`src/rtl/scp_pkg.sv`:
```
// Constants shared by the system clock prescaler design files
package scp_pkg;
	localparam int SCP_ADDR_W = 2;
	localparam int SCP_CNT_W = 8;
	localparam int SCP_GAP_W = 9;
	localparam logic [1:0] SCP_ADDR_TRIM = 2'h0;
	localparam logic [1:0] SCP_ADDR_CTRL = 2'h1;
	localparam int SCP_CTRL_CE_BIT = 7;
	localparam int SCP_CTRL_SEL_MSB = 3;
	localparam logic [3:0] SCP_SEL_RESET_PLAIN = 4'h0;
	localparam logic [3:0] SCP_SEL_RESET_DIV8 = 4'h3;
	localparam logic [3:0] SCP_SEL_MAX_VALID = 4'h8;
	localparam logic [2:0] SCP_WINDOW_CYCLES = 3'h4;
	localparam logic [7:0] SCP_UNLOCK_VALUE = 8'h80;

	typedef enum logic {
		SCP_ST_STEADY = 1'b0,
		SCP_ST_PENDING = 1'b1
	} scp_switch_e;

	// Reserved select codes run at the slowest valid ratio
	function automatic logic [3:0] scp_sel_to_shift(input logic [3:0] sel);
		scp_sel_to_shift = (sel > SCP_SEL_MAX_VALID) ? SCP_SEL_MAX_VALID : sel;
	endfunction : scp_sel_to_shift
endpackage : scp_pkg

```
`src/rtl/scp_prescaler.sv`:
```
// System clock prescaler with protected control register and oscillator trim
`timescale 1ns/1ps
module scp_prescaler
	import scp_pkg::*;
(
	input wire logic i_core_clk,
	input wire logic i_reset,
	input wire logic i_divide_by_eight_fuse,
	input wire logic [7:0] i_factory_trim,
	input wire logic [SCP_ADDR_W-1:0] i_addr,
	input wire logic [7:0] i_wdata,
	input wire logic i_wr,
	input wire logic i_rd,
	output logic [7:0] o_rdata,
	output logic [7:0] o_oscillator_trim,
	output logic o_cpu_clk_en,
	output logic o_flash_clk_en,
	output logic o_io_clk_en,
	output logic o_adc_clk_en
);
	logic [7:0] trim_reg;
	logic [3:0] division_select_reg;
	logic [3:0] active_shift_reg;
	logic [2:0] window_cnt_reg;
	logic divide_change_enable;
	logic ctrl_wr;
	logic unlock_wr;
	logic select_wr;
	logic tick;
	logic apply;
	logic tick_reg;
	logic [7:0] rdata_reg;
	scp_switch_e state_reg;

	assign ctrl_wr = i_wr && (i_addr == SCP_ADDR_CTRL);
	// change-enable only with other bits zero
	assign unlock_wr = ctrl_wr && (i_wdata == SCP_UNLOCK_VALUE);
	// any select value taken when unlocked
	assign select_wr = ctrl_wr && divide_change_enable && !i_wdata[SCP_CTRL_CE_BIT];
	assign divide_change_enable = (window_cnt_reg != 3'h0);

	// window closes after four cycles or select
	always_ff @(posedge i_core_clk)
	begin
		if (i_reset)
		begin
			window_cnt_reg <= 3'h0;
		end
		else if (select_wr)
		begin
			window_cnt_reg <= 3'h0;
		end
		else if (unlock_wr && !divide_change_enable)
		begin
			window_cnt_reg <= SCP_WINDOW_CYCLES;
		end
		else if (divide_change_enable)
		begin
			window_cnt_reg <= window_cnt_reg - 3'h1;
		end
	end

	always_ff @(posedge i_core_clk)
	begin
		if (i_reset)
		begin
			division_select_reg <= i_divide_by_eight_fuse ? SCP_SEL_RESET_DIV8 : SCP_SEL_RESET_PLAIN;
		end
		else if (select_wr)
		begin
			division_select_reg <= i_wdata[SCP_CTRL_SEL_MSB:0];
		end
	end

	// new setting waits for an old-rate edge
	assign apply = (state_reg == SCP_ST_PENDING) && tick;

	always_ff @(posedge i_core_clk)
	begin
		if (i_reset)
		begin
			state_reg <= SCP_ST_STEADY;
		end
		else
		begin
			case (state_reg)
				SCP_ST_STEADY:
				begin
					if (select_wr)
					begin
						state_reg <= SCP_ST_PENDING;
					end
				end
				SCP_ST_PENDING:
				begin
					if (apply && !select_wr)
					begin
						state_reg <= SCP_ST_STEADY;
					end
				end
				default:
				begin
					state_reg <= SCP_ST_STEADY;
				end
			endcase
		end
	end

	always_ff @(posedge i_core_clk)
	begin
		if (i_reset)
		begin
			active_shift_reg <= scp_sel_to_shift(
				i_divide_by_eight_fuse ? SCP_SEL_RESET_DIV8 : SCP_SEL_RESET_PLAIN);
		end
		else if (apply)
		begin
			active_shift_reg <= scp_sel_to_shift(division_select_reg);
		end
	end

	// restart only at an edge, so periods stay whole
	scp_ratio_counter u_ratio_counter (
		.i_core_clk(i_core_clk),
		.i_reset(i_reset),
		.i_restart(apply),
		.i_shift(active_shift_reg),
		.o_tick(tick)
	);

	always_ff @(posedge i_core_clk)
	begin
		if (i_reset)
		begin
			tick_reg <= 1'b0;
		end
		else
		begin
			tick_reg <= tick;
		end
	end

	// one enable shared by all clock domains
	assign o_cpu_clk_en = tick_reg;
	assign o_flash_clk_en = tick_reg;
	assign o_io_clk_en = tick_reg;
	assign o_adc_clk_en = tick_reg;

	always_ff @(posedge i_core_clk)
	begin
		if (i_reset)
		begin
			trim_reg <= i_factory_trim;
		end
		else if (i_wr && (i_addr == SCP_ADDR_TRIM))
		begin
			trim_reg <= i_wdata;
		end
	end

	// low seven bits tune within range
	assign o_oscillator_trim = trim_reg;

	// control layout; bits 6 to 4 zero
	always_ff @(posedge i_core_clk)
	begin
		if (i_reset)
		begin
			rdata_reg <= 8'h00;
		end
		else if (i_rd && (i_addr == SCP_ADDR_TRIM))
		begin
			rdata_reg <= trim_reg;
		end
		else if (i_rd && (i_addr == SCP_ADDR_CTRL))
		begin
			rdata_reg <= {divide_change_enable, 3'h0, division_select_reg};
		end
		else
		begin
			rdata_reg <= 8'h00;
		end
	end

	assign o_rdata = rdata_reg;

	// Checking helpers: spacing between enable pulses
	logic [SCP_GAP_W-1:0] gap_reg;
	logic [3:0] tick_shift_reg;
	logic seen_tick_reg;

	always_ff @(posedge i_core_clk)
	begin
		if (i_reset)
		begin
			gap_reg <= '0;
			tick_shift_reg <= 4'h0;
			seen_tick_reg <= 1'b0;
		end
		else
		begin
			gap_reg <= tick_reg ? 9'h0 : gap_reg + 9'h1;
			if (tick)
			begin
				tick_shift_reg <= active_shift_reg;
			end
			if (tick_reg)
			begin
				seen_tick_reg <= 1'b1;
			end
		end
	end
endmodule : scp_prescaler

```
`src/rtl/scp_ratio_counter.sv`:
```
// Power-of-two ratio counter running on the undivided master clock
`timescale 1ns/1ps
module scp_ratio_counter
	import scp_pkg::*;
(
	input wire logic i_core_clk,
	input wire logic i_reset,
	input wire logic i_restart,
	input wire logic [3:0] i_shift,
	output logic o_tick
);
	logic [SCP_CNT_W-1:0] count_reg;
	logic [SCP_CNT_W-1:0] mask;

	assign mask = 8'((16'h1 << i_shift) - 16'h1);
	assign o_tick = ((count_reg & mask) == mask);

	always_ff @(posedge i_core_clk)
	begin
		if (i_reset || i_restart)
		begin
			count_reg <= '0;
		end
		else
		begin
			count_reg <= count_reg + 8'h1;
		end
	end
endmodule : scp_ratio_counter

```
`config.mk`:
```
export PLATFORM = sky130hd
export DESIGN_NAME = scp_prescaler
export DESIGN_NICKNAME = d
export VERILOG_FILES = /design/src/rtl/scp_pkg.sv /design/src/rtl/scp_prescaler.sv /design/src/rtl/scp_ratio_counter.sv
export SDC_FILE = /design/constraint.sdc
export NUM_CORES = 1
export LEC_CHECK = 0
export BUFFER_PORTS_ARGS = -buffer_cell sky130_fd_sc_hd__buf_2
export CORE_MARGIN = 3
export CORE_UTILIZATION = 32
export DETAILED_ROUTE_END_ITERATION = 8
export PLACE_DENSITY_LB_ADDON = 0.05
export SLEW_MARGIN = 20
export SYNTH_ARGS = -nofsm -noshare
export SYNTH_HDL_FRONTEND = slang
export SYNTH_HIERARCHICAL = 1
export SYNTH_SLANG_ARGS = --single-unit
```
`constraint.sdc`:
```
create_clock -name i_core_clk -period 3.25 [get_ports i_core_clk]
set_input_delay 0.325 -clock i_core_clk [delete_from_list [all_inputs] [get_ports i_core_clk]]
set_output_delay 0.325 -clock i_core_clk [all_outputs]
set_load 0.005 [all_outputs]
```
==> metrics <==
status complete, no violations; Layout Nets 226; Post-CTS Hold Fix Bufs 0; commonest non-fill, non-tap cell in the layout sky130_fd_sc_hd__buf_2; Port-buffer cells 42; total of cells resized after clock tree synthesis 0; worst hold slack across all endpoints 0.316 ns; number of nets in the synthesized netlist 184; maxcap violations 0; slack of the worst reg-to-reg path 0.55 ns; DIE AREA 0.00619 sq mm; die boundary height 78.7 um; Final min period 2.70 ns; largest net degree at the start of global routing 20; starting utilization of the core area 0.344; RSZ-0062 raised after global routing no; boundary pin count 43; areal power density over the cells 531 mW/mm^2; aggregate routed wire length 3510 um; Diodes inserted 0; initial antenna violation count 0; top flip-flop cell by instance count after synthesis sky130_fd_sc_hd__dfxtp_1; fraction of synthesis flops using an asynchronous set or reset pin 0; Clock Sink Count 37; final setup TNS 0 ns; Fin. Hold Viols 0; Longest Clk Path Bufs 2; launching element type of the critical path flop; total CTS buffers 5; sort of element at the end of the critical path flop; actual slew at the worst max-slew pin 0.923 ns; worst-case vdd ir drop 0.341 mV; half-perimeter wire length after placement 2780 um; number of vias per cell 4.64; vias in the first global route 1,317; Detail Route Antenna Nets 0; data arrival time of the worst path 2.70 ns; DRC violation count after routing 0; placed cell count 259; count of standard-cell rows 25; final core utilization 0.416; required time of the critical path 3.25 ns; cell chosen for the clock root sky130_fd_sc_hd__clkbuf_8; Final setup viols 0; global-route wire length before repair 6030 um; pins over their slew limit 0; first-pass detailed-route iteration total 4; clock tree from TritonCTS yes; Placer Congestion 0.807; placeable core region 0.00491 sq mm; headroom to the max-slew limit 0.379; clock insertion delay at the later pin of the skew report 0.28 ns; post-synthesis cell type count 42; Tightest Hold Check Type in -> reg; Total Power Consumption 1.08 mW; Clock Skew 0.00386 ns; buffer count from post-CTS setup fixing 0; post-DR wirelength/cell 13.1 um; synth-to-layout area growth 20.8%; number of flops mapped to enable cells by yosys 16; die outline width 78.7 um; overflow left after global routing 0; Max Freq 0.371 GHz; via count 1,239; Tcrit/Tclk final 0.830; count of placed standard cells in the final layout, fillers left out 267; leakage power 0.900 nW; critical path class reg -> reg; Total GRT Usage 0.123; largest fanout on the critical path 8; clk slew on worst S/H paths 0.08 ns; CTS HTree Levels 2; Cell Area, Synth 0.00169 sq mm; ratio of cells with drive above 1 in the final layout 0.310; #FFs+latches synth 37; proportion of synthesized chip area in sequential cells 0.533; synthesized instance count 157; synthesized area divided by synthesized cell count 10.8 sq um; leading cell types in the layout, fill and taps excluded 42 x sky130_fd_sc_hd__buf_2, 21 x sky130_fd_sc_hd__dfxtp_1, 20 x sky130_fd_sc_hd__nor2_1, 16 x sky130_fd_sc_hd__edfxtp_1, 13 x sky130_fd_sc_hd__nand2_1; DRC violation total after the first TritonRoute iteration 41; warning count from the yosys run 6
-- synth_stat cells (2+ instances only) --
cell,instances,share of area
sky130_fd_sc_hd__dfxtp_1,21,0.25
sky130_fd_sc_hd__nor2_1,20,0.044
sky130_fd_sc_hd__edfxtp_1,16,0.28
sky130_fd_sc_hd__nand2_1,13,0.029
sky130_fd_sc_hd__and2_1,6,0.022
sky130_fd_sc_hd__nor2b_1,6,0.022
sky130_fd_sc_hd__nand3_1,5,0.015
sky130_fd_sc_hd__xor2_1,5,0.026
sky130_fd_sc_hd__buf_4,4,0.018
sky130_fd_sc_hd__ha_1,4,0.030
sky130_fd_sc_hd__inv_1,4,0.0089
sky130_fd_sc_hd__mux2_2,4,0.027
sky130_fd_sc_hd__mux2i_1,4,0.024
sky130_fd_sc_hd__nand2b_1,4,0.015
sky130_fd_sc_hd__a21oi_1,3,0.0089
sky130_fd_sc_hd__clkbuf_1,3,0.0067
sky130_fd_sc_hd__xnor2_1,3,0.016
sky130_fd_sc_hd__a21o_1,2,0.0089
sky130_fd_sc_hd__and3_1,2,0.0074
sky130_fd_sc_hd__nor3_1,2,0.0059
sky130_fd_sc_hd__o21a_1,2,0.0089
sky130_fd_sc_hd__o21ai_0,2,0.0059
sky130_fd_sc_hd__or2_2,2,0.0074
sky130_fd_sc_hd__or4_4,2,0.013
-- metal layers --
| metal | GRT usage | vias up | share of wire |
|---|---|---|---|
| li1 | - | 627 | - |
| met1 | 0.148 | 570 | 0.46 |
| met2 | 0.202 | 36 | 0.47 |
| met3 | 0.0397 | 6 | 0.058 |
| met4 | 0.0507 | 0 | 0.016 |
| met5 | 0 | - | 0 |
-- per-stage QoR --
stage	setup slack, ns	instance area, sq um
floorplan	0.697	1690
global placement	0.636	1950
detailed placement	0.570	1950
CTS	0.536	2040
global route	0.391	2040
finish	0.553	2040
-- cells by family (layout without fill, tap and decap cells) --
| logic type | count (synthesis) | in the layout | synth area share |
|---|---|---|---|
| AO/OA/AOI/OAI | 16 | 16 | 0.0636 |
| multiplexers | 8 | 8 | 0.0503 |
| buffers and inverters | 12 | 55 | 0.0362 |
| AND/OR/NAND/NOR | 72 | 72 | 0.246 |
| adder cells (fa/ha/maj) | 4 | 4 | 0.0296 |
| XOR/XNOR | 8 | 8 | 0.0414 |
| flip-flops | 37 | 37 | 0.533 |
-- report_power, final --
group          total (mW)  switching (mW)  leakage [nW]  internal (mW)
logic               0.193           0.102         0.518         0.0904
registers           0.556          0.0261         0.331          0.530
clock network       0.336           0.164        0.0512          0.172
-- worst max-delay path, cell delays in order, from the launching register on --
cell and delay, ns:
sky130_fd_sc_hd__edfxtp_1 0.50, sky130_fd_sc_hd__or4_4 0.58, sky130_fd_sc_hd__ha_1 0.26, sky130_fd_sc_hd__and2_1 0.15, sky130_fd_sc_hd__o211ai_1 0.16, sky130_fd_sc_hd__a21oi_1 0.10
sky130_fd_sc_hd__nor4_2 0.34, sky130_fd_sc_hd__and2_1 0.18, sky130_fd_sc_hd__or2_2 0.15
-- cell type report --
class	count	area (sq um)
clock buffer	6	82.6
clock inverter	2	13.8
fill	509	2870
inverter	4	15.0
multi-input combinational	108	729
sequential	37	901
tap	67	83.8
timing repair buffer	43	218
-- worst paths after layout --
check / to / startpoint / cells past startpoint
min: o_oscillator_trim[3] / i_factory_trim[3] / 2
max reg2reg: active_shift_reg[0] / active_shift_reg[3] / 8
max: active_shift_reg[0] / active_shift_reg[3] / 8
min reg2reg: o_rdata[5] / o_oscillator_trim[5] / 1
No activity file was read; power rests on OpenSTA's default activity.
